**src/hdl/iprt_pkg.sv**
```systemverilog
package iprt_pkg;

  // ----------------------------------------------------------------
  // Widths
  // ----------------------------------------------------------------
  localparam int unsigned IPRT_DATA_W = 16;
  localparam int unsigned IPRT_CNT_W  = 5;

  // ----------------------------------------------------------------
  // Slowest programmed-I/O mode timing, in clocks
  // ----------------------------------------------------------------
  localparam logic [IPRT_CNT_W-1:0] IPRT_SAMPLE_CLKS = 5'h06;
  localparam logic [IPRT_CNT_W-1:0] IPRT_RECOV_CLKS  = 5'h0E;
  localparam logic [IPRT_CNT_W-1:0] IPRT_CNT_START   = 5'h01;

  // Resulting cycle with no drive wait states: 20 clocks
  localparam int unsigned IPRT_CYCLE_NS_30MHZ = 660;
  localparam int unsigned IPRT_CYCLE_NS_33MHZ = 600;
  localparam int unsigned IPRT_CYCLE_CLKS     = IPRT_SAMPLE_CLKS + IPRT_RECOV_CLKS;

  // ----------------------------------------------------------------
  // Channel select and strobe levels
  // ----------------------------------------------------------------
  localparam logic IPRT_CHAN_PRI   = 1'h0;
  localparam logic IPRT_CHAN_SEC   = 1'h1;
  localparam logic IPRT_STROBE_ON  = 1'h0;
  localparam logic IPRT_STROBE_OFF = 1'h1;

  typedef enum logic [1:0] {
    IPRT_IDLE,
    IPRT_ACTIVE,
    IPRT_RECOVER,
    IPRT_RESPOND
  } iprt_state_e;

endpackage : iprt_pkg

```
**src/hdl/iprt_skid_buf.sv**
```systemverilog
`timescale 1ns/1ps
module iprt_skid_buf #(
  parameter int unsigned WIDTH = 18,
  parameter int unsigned DEPTH = 2
) (
  // Clock and reset
  input  wire logic             clk,
  input  wire logic             rst,
  // Fill side
  input  wire logic             in_valid,
  output logic                  in_ready,
  input  wire logic [WIDTH-1:0] in_data,
  // Drain side
  output logic                  out_valid,
  input  wire logic             out_ready,
  output logic [WIDTH-1:0]      out_data
);

  localparam int unsigned PW = (DEPTH > 1) ? $clog2(DEPTH) : 1;
  localparam int unsigned CW = $clog2(DEPTH + 1);

  logic [WIDTH-1:0] mem_r [DEPTH];
  logic [PW-1:0]    wptr_r, wptr_nxt;
  logic [PW-1:0]    rptr_r, rptr_nxt;
  logic [CW-1:0]    cnt_r, cnt_nxt;
  logic             ready_r, ready_nxt;
  logic             push, pop;

  // ----------------------------------------------------------------
  // Pointers and occupancy
  // ----------------------------------------------------------------
  always_comb begin
    push     = in_valid && ready_r;
    pop      = out_valid && out_ready;
    wptr_nxt = wptr_r;
    rptr_nxt = rptr_r;
    if (push) begin
      wptr_nxt = (wptr_r == PW'(DEPTH - 1)) ? '0 : wptr_r + 1'b1;
    end
    if (pop) begin
      rptr_nxt = (rptr_r == PW'(DEPTH - 1)) ? '0 : rptr_r + 1'b1;
    end
    cnt_nxt = cnt_r;
    if (push && !pop) begin
      cnt_nxt = cnt_r + 1'b1;
    end else if (pop && !push) begin
      cnt_nxt = cnt_r - 1'b1;
    end
    // Ready is a flop so the source never sees a combinational path
    ready_nxt = (cnt_nxt != CW'(DEPTH));
  end

  always_ff @(posedge clk or posedge rst) begin
    if (rst) begin
      wptr_r <= '0;
      rptr_r <= '0;
      cnt_r  <= '0;
      ready_r <= 1'b1;
    end else begin
      wptr_r <= wptr_nxt;
      rptr_r <= rptr_nxt;
      cnt_r  <= cnt_nxt;
      ready_r <= ready_nxt;
    end
  end

  // ----------------------------------------------------------------
  // Storage
  // ----------------------------------------------------------------
  for (genvar i = 0; i < DEPTH; i++) begin : g_entry
    always_ff @(posedge clk) begin
      if (push && (wptr_r == PW'(i))) begin
        mem_r[i] <= in_data;
      end
    end
  end

  assign in_ready  = ready_r;
  assign out_valid = (cnt_r != '0);
  assign out_data  = mem_r[rptr_r];

endmodule : iprt_skid_buf

```
**src/hdl/iprt_top.sv**
```systemverilog
`timescale 1ns/1ps
// Summary of operation
// [RULE1] Ready sampled high: finish the data cycle with no extra wait states.
// [RULE2] A drive needing more time pulls its channel ready line low.
// [RULE3] A drive holding ready low keeps it low at least 48 ns.
// [RULE4] Slowest mode samples the ready input six clocks into the cycle.
// [RULE5] Slowest mode holds a fourteen clock recovery interval before the next cycle.
// [RULE6] Slowest mode cycle totals twenty clocks when the drive adds no waits.
// [RULE7] Ready low at sample point extends the strobe clock by clock until high.
module iprt_top
  import iprt_pkg::*;
#(
  parameter int unsigned                   DATA_W       = iprt_pkg::IPRT_DATA_W,
  parameter logic [IPRT_CNT_W-1:0]         SAMPLE_CLKS  = iprt_pkg::IPRT_SAMPLE_CLKS,
  parameter logic [IPRT_CNT_W-1:0]         RECOV_CLKS   = iprt_pkg::IPRT_RECOV_CLKS
) (
  // Clock and reset
  input  wire logic              CLOCK,
  input  wire logic              RST,
  // Request stream
  input  wire logic              REQ_VALID,
  output logic                   REQ_READY,
  input  wire logic              REQ_WRITE,
  input  wire logic              REQ_CHAN,
  input  wire logic [DATA_W-1:0] REQ_DATA,
  // Response stream
  output logic                   RSP_VALID,
  input  wire logic              RSP_READY,
  output logic                   RSP_CHAN,
  output logic [DATA_W-1:0]      RSP_DATA,
  // Drive ready inputs
  input  wire logic              PRIMARY_CHANNEL_READY,
  input  wire logic              SECONDARY_CHANNEL_READY,
  // Strobes, one bit per channel, active low
  output logic [1:0]             READ_STROBE_N,
  output logic [1:0]             WRITE_STROBE_N,
  // Shared data bus
  input  wire logic [DATA_W-1:0] DATA_IN,
  output logic [DATA_W-1:0]      DATA_OUT,
  output logic                   DATA_OE_N
);

  import iprt_pkg::*;

  localparam int unsigned BW  = DATA_W + 2;
  localparam int unsigned NCH = 2;

  logic              buf_valid;
  logic              buf_ready;
  logic [BW-1:0]     buf_data;
  logic              cur_write, cur_chan;
  logic [DATA_W-1:0] cur_data;
  logic              ready_now;
  logic [NCH-1:0]    chan_rdy;
  logic [NCH-1:0]    chan_hit;

  iprt_state_e             state_r, state_nxt;
  logic [IPRT_CNT_W-1:0]   cnt_r, cnt_nxt;
  logic                    write_r, write_nxt;
  logic                    chan_r, chan_nxt;
  logic [DATA_W-1:0]       data_r, data_nxt;
  logic [1:0]              rd_n_r, rd_n_nxt;
  logic [1:0]              wr_n_r, wr_n_nxt;
  logic                    oe_n_r, oe_n_nxt;
  logic                    rsp_valid_r, rsp_valid_nxt;
  logic                    rsp_chan_r, rsp_chan_nxt;
  logic [DATA_W-1:0]       rsp_data_r, rsp_data_nxt;

  // ----------------------------------------------------------------
  // Request buffer
  // ----------------------------------------------------------------
  // Holds requests while a slow drive stretches the cycle
  iprt_skid_buf #(
    .WIDTH (BW),
    .DEPTH (2)
  ) u_buf (
    .clk       (CLOCK),
    .rst       (RST),
    .in_valid  (REQ_VALID),
    .in_ready  (REQ_READY),
    .in_data   ({REQ_WRITE, REQ_CHAN, REQ_DATA}),
    .out_valid (buf_valid),
    .out_ready (buf_ready),
    .out_data  (buf_data)
  );

  assign {cur_write, cur_chan, cur_data} = buf_data;
  assign buf_ready = (state_r == IPRT_IDLE);

  // ----------------------------------------------------------------
  // Per-channel ready select
  // ----------------------------------------------------------------
  // Only the channel that owns the cycle may stretch it
  assign chan_rdy = {SECONDARY_CHANNEL_READY, PRIMARY_CHANNEL_READY};
  for (genvar ch = 0; ch < NCH; ch++) begin : g_chan
    assign chan_hit[ch] = (chan_r == 1'(ch)) && chan_rdy[ch];
  end
  assign ready_now = |chan_hit;

  // ----------------------------------------------------------------
  // Cycle timing engine
  // ----------------------------------------------------------------
  always_comb begin
    state_nxt     = state_r;
    cnt_nxt       = cnt_r;
    write_nxt     = write_r;
    chan_nxt      = chan_r;
    data_nxt      = data_r;
    rd_n_nxt      = rd_n_r;
    wr_n_nxt      = wr_n_r;
    oe_n_nxt      = oe_n_r;
    rsp_valid_nxt = rsp_valid_r;
    case (state_r)
      IPRT_IDLE: begin
        if (buf_valid) begin
          write_nxt = cur_write;
          chan_nxt  = cur_chan;
          data_nxt  = cur_data;
          cnt_nxt   = IPRT_CNT_START;
          if (cur_write) begin
            wr_n_nxt[cur_chan] = IPRT_STROBE_ON;
            oe_n_nxt           = 1'b0;
          end else begin
            rd_n_nxt[cur_chan] = IPRT_STROBE_ON;
          end
          state_nxt = IPRT_ACTIVE;
        end
      end
      IPRT_ACTIVE: begin
        // [RULE4] Sample point check
        if (cnt_r != SAMPLE_CLKS) begin
          cnt_nxt = cnt_r + 1'b1;
        end else if (ready_now) begin
          // [RULE1] No extra waits
          rd_n_nxt  = {2{IPRT_STROBE_OFF}};
          wr_n_nxt  = {2{IPRT_STROBE_OFF}};
          oe_n_nxt  = 1'b1;
          if (!write_r) begin
            data_nxt = DATA_IN;
          end
          cnt_nxt   = IPRT_CNT_START;
          state_nxt = IPRT_RECOVER;
        end else begin
          // [RULE7] Strobe held while low
          // [RULE2] Drive-inserted waits
          state_nxt = IPRT_ACTIVE;
        end
      end
      IPRT_RECOVER: begin
        // [RULE5] Recovery count
        // [RULE6] Sample plus recovery
        if (cnt_r != RECOV_CLKS) begin
          cnt_nxt = cnt_r + 1'b1;
        end else begin
          rsp_valid_nxt = 1'b1;
          state_nxt     = IPRT_RESPOND;
        end
      end
      IPRT_RESPOND: begin
        // Engine stalls here so a slow consumer loses no answer
        if (RSP_READY) begin
          rsp_valid_nxt = 1'b0;
          state_nxt     = IPRT_IDLE;
        end
      end
      default: begin
        state_nxt = IPRT_IDLE;
      end
    endcase
  end

  always_ff @(posedge CLOCK or posedge RST) begin
    if (RST) begin
      state_r     <= IPRT_IDLE;
      cnt_r       <= '0;
      write_r     <= 1'b0;
      chan_r      <= IPRT_CHAN_PRI;
      data_r      <= '0;
      rd_n_r      <= {2{IPRT_STROBE_OFF}};
      wr_n_r      <= {2{IPRT_STROBE_OFF}};
      oe_n_r      <= 1'b1;
      rsp_valid_r <= 1'b0;
    end else begin
      state_r     <= state_nxt;
      cnt_r       <= cnt_nxt;
      write_r     <= write_nxt;
      chan_r      <= chan_nxt;
      data_r      <= data_nxt;
      rd_n_r      <= rd_n_nxt;
      wr_n_r      <= wr_n_nxt;
      oe_n_r      <= oe_n_nxt;
      rsp_valid_r <= rsp_valid_nxt;
    end
  end

  // ----------------------------------------------------------------
  // Outputs
  // ----------------------------------------------------------------
  assign READ_STROBE_N  = rd_n_r;
  assign WRITE_STROBE_N = wr_n_r;
  assign DATA_OUT       = data_r;
  assign DATA_OE_N      = oe_n_r;
  assign RSP_VALID      = rsp_valid_r;
  assign RSP_CHAN       = rsp_chan_r;
  assign RSP_DATA       = rsp_data_r;

  // ----------------------------------------------------------------
  // Response hold registers
  // ----------------------------------------------------------------
  // Own copy so the answer stays put while the engine state moves on
  always_comb begin
    rsp_chan_nxt = rsp_chan_r;
    rsp_data_nxt = rsp_data_r;
    if (rsp_valid_nxt && !rsp_valid_r) begin
      rsp_chan_nxt = chan_r;
      rsp_data_nxt = data_r;
    end
  end

  always_ff @(posedge CLOCK or posedge RST) begin
    if (RST) begin
      rsp_chan_r <= IPRT_CHAN_PRI;
      rsp_data_r <= '0;
    end else begin
      rsp_chan_r <= rsp_chan_nxt;
      rsp_data_r <= rsp_data_nxt;
    end
  end

endmodule : iprt_top

```
**config.mk**
```make
export PLATFORM = sky130hd
export DESIGN_NAME = iprt_top
export DESIGN_NICKNAME = d
export VERILOG_FILES = /design/src/hdl/iprt_pkg.sv /design/src/hdl/iprt_skid_buf.sv /design/src/hdl/iprt_top.sv
export SDC_FILE = /design/constraint.sdc
export NUM_CORES = 1
export LEC_CHECK = 0
export ABC_CLOCK_PERIOD_IN_PS = 2700
export BUFFER_PORTS_ARGS = -buffer_cell sky130_fd_sc_hd__buf_2
export CAP_MARGIN = 30
export CORE_UTILIZATION = 47
export CTS_CLUSTER_SIZE = 14
export DETAILED_ROUTE_END_ITERATION = 8
export PLACE_DENSITY = 0.7
export SETUP_SLACK_MARGIN = 0.3
export SYNTH_ARGS = -nofsm -noshare
export SYNTH_HDL_FRONTEND = slang
export SYNTH_HIERARCHICAL = 1
export SYNTH_SLANG_ARGS = --single-unit
```
**constraint.sdc**
```tcl
create_clock -name CLOCK -period 2.7 [get_ports CLOCK]
set_clock_uncertainty 0.15 [all_clocks]
set_input_delay 0.135 -clock CLOCK [delete_from_list [all_inputs] [get_ports CLOCK]]
set_output_delay 0.135 -clock CLOCK [all_outputs]
set_load 0.03 [all_outputs]
```
Word level (Yosys, flattened, before mapping)
Memories as Yosys holds them, arrays and structs flattened.
Index checks and enable logic that the tools add are counted.

operators by class
  reduce and logical (&&, ||, !) cells = 25
  eq/ne operators = 16
  muxes and demuxes = 45
  magnitude comparators = 2
  bitwise gates (word level) = 5
  $add $sub $neg = 5

operators by type and width
  cell                   count
  $mux W16               4
  $pmux W16 S2           1
  $mux W2                13
  $mux W5                4
  $mux W18               1
  $ne A2 B2 Y1 const B   9
  $reduce_or A18 Y1      1
  $mux W1                15
  $pmux W5 S3            1
  $reduce_and A5 Y1      3
  $logic_and A1 B1 Y1    10
  $pmux W2 S2            2
  $pmux W2 S4            1
  $reduce_and A4 Y1      2
  $add A5 B1 Y5 const B  1
  $ne A5 B3 Y1 const B   1
  $ne A5 B4 Y1 const B   1
  $and A2 B2 Y2          2
  $eq A2 B2 Y1 const B   2
  $pmux W1 S2            2
  $reduce_bool A2 Y1     2
  $logic_not A1 Y1       3
  $ne A3 B3 Y1 const B   1
  $reduce_bool A3 Y1     1
  other kinds (13)       15

storage, ports and cells
  register bits after elaboration = 53
  output and inout bits = 40
  memories kept = 1
  word-level logic and storage cells = 114
  RAM bits = 36

memories
  name         words  bits a word  rd ports  clocked after memory_dff  wr ports  line                 text
  u_buf.mem_r  2      18           1         0                         1         iprt_skid_buf.sv:22  logic [WIDTH-1:0] mem_r [DEPTH];

Logic depth before layout (Yosys ltp)
Gate-level depths: netlist (run 1).
An unclocked memory read counts as a cell.

  depth after elaboration = 10
  gate-level depth with buffers = 8
  depth with buffers taken out = 7

Cells and area by module
Netlist (run 1), hierarchy kept.

modules (own cells, without submodules)
  module         instances  area an instance (um2)  cells an instance
  iprt_top       1          2523.7                  187
  iprt_skid_buf  1          1632.8                  83

Least setup slack after synthesis (run 1)
Ideal clock, no wire load.

  path kind = register to register
  from = reg u_buf.ready_r, in the netlist u_buf/in_ready
  to = mem u_buf.mem_r[0][0] (enable)
  path slack = 0.584 ns
  buffers on the path = 0
  arrival time = 1.574 ns
  library setup time = 0.393 ns
  stages on the path, launching flop included = 3
  data required time = 2.157 ns
  cell sequence = dfstp_2 -> nand2_2 -> nor2_1

between the ends
  longest elaborated chain between the ends = 6
  elaborated cells between the ends (all ways) = 10
  those cells by class = mux: 6; reduce/logical: 4

RTL lines
  item                           line                 text
  start, declared                iprt_skid_buf.sv:26  logic ready_r, ready_nxt;
  start signal, assigned         iprt_skid_buf.sv:63  ready_r <= ready_nxt;
  $logic_and A1 B1 Y1 (*)        iprt_skid_buf.sv:33  push = in_valid && ready_r;
  $logic_and A1 B1 Y1            iprt_skid_buf.sv:72  if (push && (wptr_r == PW'(i))) begin
  $mux W1                        iprt_skid_buf.sv:72
  $mux W1 (not written as such)  iprt_skid_buf.sv:73  mem_r[i] <= in_data;
  $reduce_or A18 Y1 (no line)    --
  $mux W1 (no line)              --
  end, declared                  iprt_skid_buf.sv:22

Every way passes the cells marked *; elsewhere a longest branch is shown, timed or not.

Worst setup path after layout (run 1)
  from = reg state_r[0]
  to = reg data_r[12], in the netlist DATA_OUT[12]

between the ends
  longest elaborated chain between the ends = 3
  elaborated cells between the ends (all ways) = 9
  those cells by class = eq/ne: 5; mux: 1; reduce/logical: 3

RTL lines
  item                                                                 line             text
  start, declared                                                      iprt_top.sv:57   iprt_state_e state_r, state_nxt;
  start signal, assigned                                               iprt_top.sv:184  state_r <= state_nxt;
  $logic_not A2 Y1 (*)                                                 --
  via buf_ready                                                        iprt_top.sv:49   logic buf_ready;
  $ne A2 B1 Y1 (no line) / $reduce_bool A2 Y1 (equally long branches)  --
  $reduce_and A5 Y1 (no line)                                          --
  end signal, assigned                                                 iprt_top.sv:188  data_r <= data_nxt;
  end, declared                                                        iprt_top.sv:61   logic [DATA_W-1:0] data_r, data_nxt;

Mark *: on every way through the listed nets, which the timed path passes. The rest lies on a longest branch.
A chain may end at the register's enable or synchronous reset.

==> impl_metrics.tcl, run 1 <==
set metrics [dict create \
    detail_route.iter0.violations 107 \
    netlist.top_cell.by_area "sky130_fd_sc_hd__dfrtp_1" \
    worstSetupPathType "reg -> reg" \
    reported_max_cap_violation_count 0 \
    critical_path.endpoint_type "flip-flop" \
    avgSynthCellArea_um2 15.4 \
    synth-edff-count 36 \
    h-tree-depth 3 \
    final.min_clock_period_ps 2260 \
    post_cts.repair.setup_buffers 0 \
    grt_max_degree 33 \
    syn-num-nets 318 \
    synth_top_area_cells "sky130_fd_sc_hd__dfrtp_1 28%, sky130_fd_sc_hd__edfxtp_1 26%, sky130_fd_sc_hd__mux2_2 11%" \
    area_growth_syn_to_layout_pct 24.9 \
    power.share.switching_pct 36.2 \
    overflow 0 \
    tightestPinTransition_ps 478 \
    finish_stage_setup_viols 0 \
    routed_wire_length_per_instance_um 16.1 \
    grt_pass1_wl_um 12500 \
    worstRegToRegCells 6 \
    power.ir.vdd_worst_mv 0.391 \
    grt_usage_pct 18.6 \
    layout_commonest_cell "sky130_fd_sc_hd__buf_2" \
    yosys.area.top_type_share_pct 28.3 \
    antenna_violating_nets_post_route 0 \
    hold_path_depth 3 \
    finalNetCount 434 \
    vias_per_cell 5.06 \
    place_worst_setup_slack_ps 489 \
    final_cell_mix "79 x sky130_fd_sc_hd__buf_2, 47 x sky130_fd_sc_hd__dfrtp_1, 40 x sky130_fd_sc_hd__mux2_2" \
    synth_flop_cell "sky130_fd_sc_hd__dfrtp_1" \
    yosys_warnings 6 \
    finalHoldViolations 0 \
    antenna_violations_before_repair 0 \
    status "completed" \
    fin_crit_sh_pct 83.6 \
    async_reset_ff_share_pct 59.6 \
    min_delay_worst_endpoint "DATA_OUT[5]" \
    timing.critical_path.required_ps 2790 \
    slew_violations 0 \
    placer_congestion 0.784 \
    finalWorstSetupSlack_ps 443 \
    power.density_mw_per_mm2 1100 \
    first_pass_iters 5 \
    grt_pass1_vias 2464 \
    cts_root_buffer "sky130_fd_sc_hd__clkbuf_8" \
    cts_tree "done" \
    maxClockFrequency_mhz 443 \
    regToRegEndpoint "DATA_OUT[12]" \
    clock_net_sink_count 89 \
    synth_sequential_area_ratio_pct 58.1 \
    detail_route.wirelength_um 8000 \
    antenna-diode-count 0 \
    fin_setup_tns_ps 0 \
    placement.io_buffers 79 \
    cellLeakagePower_uw 0.00237 \
    ys_seq_elements 89 \
    netSwitchingPower_uw 2060 \
    p_int_uw 3630 \
    synth.cell_area_mm2 0.00416 \
    die_w_um 96.0 \
    cts_max_path_bufs 2 \
    initial_utilization_pct 49.6 \
    vias_post_dr 2510 \
    grt_setup_unrepaired "no" \
    crit-reg2reg-launch "state_r[0]" \
    holdCritStartpoint "DATA_IN[5]" \
    remaining_drc_errors 0 \
    post_cts_resized 0 \
    die_height_um 96.0 \
    post_cts_hold_buffer_count 29 \
    seq_power_share_pct 36.2 \
    pwr-share-comb_pct 44.0 \
    cts_made_buffers 9 \
    core-area_mm2 0.00838 \
    hold_class "in -> reg" \
    syn-instance-count 270 \
    crit_path_max_fanout 16 \
    hpwlAfterDp_um 5570 \
    clk-insertion-delay-late_ps 360 \
    regToRegSetupSlack_ps 440 \
    design.portCount 80 \
    arrival_ps 2350 \
    yosysUniqueCellTypes 52 \
    power.clock.fraction_pct 19.8 \
    cts.reportedPaths.clkPinSlew_ps 100 \
    slew_headroom_pct 68.1 \
    drive_above_1_share_pct 48.8 \
    floorplan.die_area_mm2 0.00922 \
    timing.critical_path.from_type "flip-flop" \
    row_count 33 \
]
[cell families after synthesis]
group | Yosys count | share of synthesized area [%]
simple gates | 49 | 7.80
mux | 73 | 22.4
buf+inv | 18 | 2.80
flops | 89 | 58.1
compound gates | 29 | 5.48
xor+xnor | 4 | 1.02
fa+ha+maj | 8 | 2.41
[metrics by stage]
stage          util [%]  cell area (um^2)  power (uW)  instances  hold slack (ps)
6_report           61.9              5190        5690        496             11.2
4_1_cts            61.9              5190        5730        496            0.308
3_5_place_dp       55.5              4650        4570        451            -80.9
3_3_place_gp       55.3              4630        4510        450            -83.0
5_1_grt            61.9              5190        6000        496            0.729
2_1_floorplan         -              4160        4050        270             -237
[area by class of cell]
| class | count | area [um^2] |
|---|---|---|
| clock buffer | 9 | 124 |
| clock inverter | 7 | 125 |
| fill | 650 | 3190 |
| inverter | 11 | 41.3 |
| multi-input combinational | 163 | 1630 |
| sequential | 89 | 2410 |
| tap | 105 | 131 |
| timing repair buffer | 112 | 728 |
[Yosys cell counts (2+ instances only)]
cell type	instances
sky130_fd_sc_hd__xnor2_1	3
sky130_fd_sc_hd__a31oi_1	2
sky130_fd_sc_hd__dfstp_2	6
sky130_fd_sc_hd__nor2_1	10
sky130_fd_sc_hd__a21o_1	3
sky130_fd_sc_hd__a21boi_0	2
sky130_fd_sc_hd__ha_1	8
sky130_fd_sc_hd__mux2_2	40
sky130_fd_sc_hd__o21a_1	2
sky130_fd_sc_hd__mux2_4	30
sky130_fd_sc_hd__nand3_1	6
sky130_fd_sc_hd__dfrtp_1	47
sky130_fd_sc_hd__nand2_1	10
sky130_fd_sc_hd__mux2i_1	3
sky130_fd_sc_hd__o2bb2ai_1	4
sky130_fd_sc_hd__inv_1	11
sky130_fd_sc_hd__nand2_2	2
sky130_fd_sc_hd__edfxtp_1	36
sky130_fd_sc_hd__o21ai_0	2
sky130_fd_sc_hd__nand2b_1	4
sky130_fd_sc_hd__buf_6	2
sky130_fd_sc_hd__nand4_1	3
sky130_fd_sc_hd__a21oi_1	3
sky130_fd_sc_hd__buf_12	2
sky130_fd_sc_hd__and2b_1	2
[metal layers]
metal  global-route usage, %  up-vias  part of all wire [%]
li1                        -     1219                     -
met1                    25.5     1208                    47
met2                    29.6       74                    48
met3                    4.11        9                   3.8
met4                    6.09        0                   1.2
met5                       0        -                     0
[flip-flops by register name (all words and copies together), names as in the netlist, 2 cells and up, named ones only]
register        flops
RSP_DATA           16
u_buf/cnt_r         2
DATA_OUT           16
READ_STROBE_N       2
cnt_r               5
u_buf/mem_r        36
WRITE_STROBE_N      2
[how the worst max path moves through the flow]
stage | startpoint | end | depth (start not counted) | slack, ps
6_report | state_r[0] | DATA_OUT[12] | 6 | 440
5_1_grt | flip-flop | cnt_r[3] | 7 | 320
4_1_cts | state_r[0] | DATA_OUT[12] | 6 | 450
3_5_place_dp | state_r[0] | DATA_OUT[2] | 6 | 490
3_3_place_gp | state_r[0] | DATA_OUT[5] | 6 | 550
2_1_floorplan | u_buf/in_ready | u_buf/mem_r[0][0] | 2 | 580
[critical path: stages (launching register included)]
cell and delay (ps):
sky130_fd_sc_hd__dfrtp_1 420, sky130_fd_sc_hd__inv_1 120, sky130_fd_sc_hd__ha_1 300, sky130_fd_sc_hd__and2b_1 250, sky130_fd_sc_hd__nor2_1 230, sky130_fd_sc_hd__nand3_4 290, sky130_fd_sc_hd__mux2_4 380
[power by group through the flow]
stage	registers, uW	logic, uW	clock network [uW]
3_3_place_gp	2080	2440	0
6_report	2060	2500	1130
3_5_place_dp	2090	2480	0
5_1_grt	2100	2700	1200
4_1_cts	2060	2530	1140
2_1_floorplan	2360	1690	0
No activity file was read; power rests on OpenSTA's default activity.
==> inputs of run 2 (changes only) <==
ABC_CLOCK_PERIOD_IN_PS = 1900   (was 2700)
PLACE_DENSITY = 0.72   (was 0.7)
clock period = 1.9 ns   (was 2.7 ns; I/O delays follow)
==> impl_metrics.tcl, run 2 (synthesized netlist as in run 1, its figures left out) <==
set metrics [dict create \
    power.ir.vdd_worst_mv 0.833 \
    area_growth_syn_to_layout_pct 45.3 \
    design.portCount 80 \
    timing.critical_path.required_ps 1990 \
    grt_setup_unrepaired "yes" \
    routed_wire_length_per_instance_um 17.2 \
    reported_max_cap_violation_count 0 \
    layout_commonest_cell "sky130_fd_sc_hd__buf_2" \
    timing.critical_path.from_type "flip-flop" \
    worstSetupPathType "reg -> reg" \
    finish_stage_setup_viols 0 \
    placement.io_buffers 79 \
    final_core_utilization_pct 72.1 \
    final.min_clock_period_ps 1890 \
    initial_utilization_pct 49.6 \
    fin_crit_sh_pct 99.5 \
    cts_root_buffer "sky130_fd_sc_hd__clkbuf_8" \
    slew_headroom_pct 79.7 \
    h-tree-depth 3 \
    power.density_mw_per_mm2 1560 \
    finalNetCount 489 \
    hold_class "in -> async" \
    finalHoldViolations 0 \
    clk-insertion-delay-late_ps 350 \
    first_pass_iters 4 \
    row_count 33 \
    antenna_violating_nets_post_route 0 \
    overflow 0 \
    grt_pass1_vias 2932 \
    vias_post_dr 2810 \
    clock_net_sink_count 89 \
    crit_path_max_fanout 3 \
    largest_register_ffs 36 \
    maxClockFrequency_mhz 529 \
    antenna_violations_before_repair 0 \
    grt_usage_pct 21.8 \
    tightestPinTransition_ps 304 \
    vias_per_cell 5.10 \
    detail_route.wirelength_um 9460 \
    arrival_ps 1980 \
    slew_violations 0 \
    detail_route.iter0.violations 104 \
    largest_register "u_buf/mem_r" \
    cts.reportedPaths.clkPinSlew_ps 90 \
    hpwlAfterDp_um 5980 \
    critical_path.endpoint_type "flip-flop" \
    die_height_um 96.0 \
    status "completed" \
    power.total_uw 9430 \
    cts_tree "done" \
    grt_max_degree 23 \
    remaining_drc_errors 0 \
    cts_max_path_bufs 2 \
    placer_congestion 0.805 \
    antenna-diode-count 0 \
    grt_pass1_wl_um 14600 \
    core-area_mm2 0.00838 \
    cts_made_buffers 9 \
    die_w_um 96.0 \
    drive_above_1_share_pct 60.3 \
    cellLeakagePower_uw 0.00274 \
    floorplan.die_area_mm2 0.00922 \
    final_cell_mix "79 x sky130_fd_sc_hd__buf_2, 47 x sky130_fd_sc_hd__mux2_4, 45 x sky130_fd_sc_hd__dfrtp_1" \
]
==> run 2: cell types whose count changed in the layout (fill, tap and decap cells not counted), sizes merged, moves of 2 or more <==
cell	change
clkbuf	+2
bufinv	-2
dlygate4sd3	+8
buf	+46
==> run 2: per-layer routing <==
| metal | vias to the layer above | wire length, um | global-route usage [%] |
|---|---|---|---|
| li1 | 1335 | - | - |
| met1 | 1397 | 4240 | 28.1 |
| met2 | 65 | 4770 | 37.4 |
| met3 | 13 | 294 | 2.92 |
| met4 | 0 | 158 | 7.96 |
| met5 | - | 0 | 0 |
==> run 2: worst max-delay path: stages, from the launching register on <==
cell	delay (ps)
sky130_fd_sc_hd__dfrtp_1	430
sky130_fd_sc_hd__ha_4	190
sky130_fd_sc_hd__and4b_4	200
sky130_fd_sc_hd__buf_12	130
sky130_fd_sc_hd__a211oi_4	260
sky130_fd_sc_hd__nand2_2	120
sky130_fd_sc_hd__mux2_4	310
==> run 2: layout make-up <==
class	instances	area, um^2
clock buffers	11	131
inverters	11	41.3
fillers	537	2340
multi-input cells	164	1940
flip-flops and latches	89	2420
well taps	105	131
clock inverters	5	55.1
repair buffers	166	1330
==> run 2: report_power, final <==
part	internal [uW]	switching, uW	leakage [uW]	total, uW
logic	2780	2430	0.00165	5220
registers	2600	365	0.000996	2960
clock network	608	644	0.0000914	1250
total	5990	3440	0.00274	9430
==> run 2: through the flow <==
step / instance area [um^2] / worst slack (ps) / cells / hold WS (ps) / TNS (ps)
after floorplan: 4280 / 4.20 / 270 / -277 / 0
after global placement: 4950 / 0.989 / 472 / -121 / 0
after detailed placement: 4950 / -27.6 / 472 / -118 / -403
after CTS: 5850 / 5.03 / 541 / 46.6 / 0
after global routing: 6040 / -55.9 / 551 / 85.8 / -568
final: 6040 / 8.61 / 551 / 47.3 / 0
==> run 2: final timing paths <==
| check | start | end | slack (ps) | cells after the start |
|---|---|---|---|---|
| worst max register to register | cnt_r[1] | cnt_r[1] | 9 | 6 |
| worst min register to register | READ_STROBE_N[0] | READ_STROBE_N[0] | 340 | 1 |
| min in group CLOCK | PRIMARY_CHANNEL_READY | READ_STROBE_N[0] | 280 | 5 |
| worst min-delay path | RST | u_buf/cnt_r[1] | 50 | 3 |
| worst max-delay path | cnt_r[1] | cnt_r[1] | 9 | 6 |
| max in group asynchronous | RST | cnt_r[1] | 990 | 4 |
==> run 2: what timing repair did <==
item / 4_1_cts / 5_1_grt
buffers inserted: 12 / 10
resized for setup: 38 / 24
endpoints found under the hold margin: 108 / 0
hold buffers: 37 / 0
endpoints found under the setup margin: 45 / 82
pin swaps: 13 / 13
gates cloned: 4 / 0
==> inputs of run 3 (changes only) <==
BUFFER_PORTS_ARGS = -buffer_cell sky130_fd_sc_hd__buf_4   (was -buffer_cell sky130_fd_sc_hd__buf_2)
==> impl_metrics.tcl, run 3 (synthesized netlist as in run 1, its figures left out) <==
set metrics [dict create \
    status "finished, violations left" \
    failing_checks "negative setup slack" \
    area_growth_syn_to_layout_pct 45.9 \
    placer_congestion 0.799 \
    vias_post_dr 2724 \
    finalWorstSetupSlack_ps -40.7 \
    cts.reportedPaths.clkPinSlew_ps 100 \
    regToRegEndpoint "DATA_OUT[5]" \
    cellLeakagePower_uw 0.00270 \
    regToRegSetupSlack_ps -40 \
    crit_path_max_fanout 7 \
    placedCellCount 471 \
    largest_register "u_buf/mem_r" \
    layout_commonest_cell "sky130_fd_sc_hd__buf_4" \
    tightestPinTransition_ps 476 \
    largest_register_ffs 36 \
    critical_path.endpoint_type "flip-flop" \
    drive_above_1_share_pct 58.7 \
    worstRegToRegCells 8 \
    hpwlAfterDp_um 6030 \
    grt_setup_unrepaired "yes" \
    cts_max_path_bufs 2 \
    antenna-diode-count 0 \
    first_pass_iters 4 \
    row_count 33 \
    detail_route.wirelength_um 9520 \
    cts_made_buffers 9 \
    slew_violations 0 \
    finalNetCount 479 \
    cp_cell_sequence "inv_2 > ha_4 > inv_2 > and2b_2 > nor2_4 > nand3_4 > clkbuf_16 > mux2_4" \
    reported_max_cap_violation_count 0 \
    hold_class "in -> async" \
    power.ir.vdd_worst_mv 0.905 \
    final_core_utilization_pct 72.4 \
    grt_pass1_wl_um 14500 \
    overflow 0 \
    fin_setup_tns_ps -231 \
    cpMaxStageDelayCell "sky130_fd_sc_hd__dfrtp_1" \
    design.portCount 80 \
    grt_usage_pct 22.1 \
    antenna_violating_nets_post_route 0 \
    core-area_mm2 0.00838 \
    maxClockFrequency_mhz 515 \
    antenna_violations_before_repair 0 \
    worstPathBufferInverterCount 3 \
    worstSetupPathType "reg -> reg" \
    layoutNonFillerInstCount 541 \
    final.hold.worst_slack_ps 55.4 \
    critical-path-max-stage-delay_ps 380 \
    final.min_clock_period_ps 1940 \
    finish_stage_setup_viols 8 \
    cts_tree "done" \
    timing.critical_path.from_type "flip-flop" \
    timing.critical_path.required_ps 1990 \
    h-tree-depth 3 \
    finalHoldViolations 0 \
    vias_per_cell 5.04 \
    grt_pass1_vias 2864 \
    clock_net_sink_count 89 \
    fin_crit_sh_pct 102 \
    slew_headroom_pct 67.9 \
    detail_route.iter0.violations 79 \
    floorplan.die_area_mm2 0.00922 \
    arrival_ps 2030 \
    grt_max_degree 49 \
    cts_root_buffer "sky130_fd_sc_hd__clkbuf_8" \
    routed_wire_length_per_instance_um 17.6 \
    placement.io_buffers 79 \
    initial_utilization_pct 49.6 \
    final_cell_mix "103 x sky130_fd_sc_hd__buf_4, 46 x sky130_fd_sc_hd__dfrtp_1, 46 x sky130_fd_sc_hd__mux2_4" \
    die_w_um 96.0 \
    crit_family "simple AND/OR/NAND/NOR gates" \
    crit-reg2reg-launch "u_buf/cnt_r[0]" \
    die_height_um 96.0 \
    clk-insertion-delay-late_ps 360 \
    power.density_mw_per_mm2 1540 \
    cp_common_cell "sky130_fd_sc_hd__inv_2" \
    remaining_drc_errors 0 \
]
==> run 3: changes by cell type in the layout (fill, tap and decap cells not counted), moves of 2 or more <==
| cell | before | now |
|---|---|---|
| sky130_fd_sc_hd__nand2b_4 | 2 | 0 |
| sky130_fd_sc_hd__buf_2 | 79 | 0 |
| sky130_fd_sc_hd__inv_1 | 5 | 3 |
| sky130_fd_sc_hd__inv_2 | 6 | 8 |
| sky130_fd_sc_hd__clkbuf_1 | 2 | 0 |
| sky130_fd_sc_hd__buf_6 | 13 | 9 |
| sky130_fd_sc_hd__nand2_2 | 3 | 1 |
| sky130_fd_sc_hd__buf_4 | 28 | 103 |
==> run 3: worst min-delay path: cells and delay by family <==
kind	cells	cell delay (ps)
buffers and inverters	3	850
==> run 3: final cells by class <==
type	instances	area, um^2
clock buffers	9	124
clock inverters	7	53.8
fillers	563	2320
inverters	11	41.3
multi-input cells	163	1870
flip-flops and latches	89	2420
well taps	105	131
repair buffers	157	1430
==> run 3: where the power goes <==
group | leakage, uW | total, uW | internal, uW | switching [uW]
Combinational | 0.00162 | 5150 | 2800 | 2350
Clock | 0.0000857 | 1210 | 488 | 719
Sequential | 0.000997 | 2980 | 2600 | 382
==> run 3: what timing repair did <==
action,4_1_cts,5_1_grt
buffers inserted,10,4
hold buffers,37,0
pin swaps,12,9
gates resized for setup,25,23
setup endpoints to repair,63,64
cloned,2,1
endpoints found under the hold margin,108,0
==> run 3: how the worst max path moves through the flow <==
| stage | from | endpoint | cells after the start |
|---|---|---|---|
| after floorplan | cnt_r[0] | RSP_CHAN | 7 |
| after global placement | state_r[0] | DATA_OUT[3] | 6 |
| after detailed placement | cnt_r[0] | cnt_r[3] | 8 |
| after CTS | u_buf/cnt_r[1] | DATA_OUT[8] | 8 |
| after global routing | u_buf/cnt_r[0] | DATA_OUT[5] | 8 |
| final | u_buf/cnt_r[0] | DATA_OUT[5] | 8 |
==> run 3: per-layer routing <==
layer,vias to the layer above,track usage (%),part of all wire [%]
met5,-,0,0
met4,0,6.84,1.4
li1,1316,-,-
met1,1331,28.0,45
met2,63,36.6,50
met3,14,6.16,3.5
==> run 3: metrics by stage <==
step,worst slack (ps),total power (uW),instance area (um^2)
after floorplan,4.20,6040,4280
after global placement,17.0,7080,5120
after detailed placement,-48.2,7180,5120
after CTS,20.1,9000,5930
after global routing,-84.8,9820,6060
final,-40.7,9340,6060
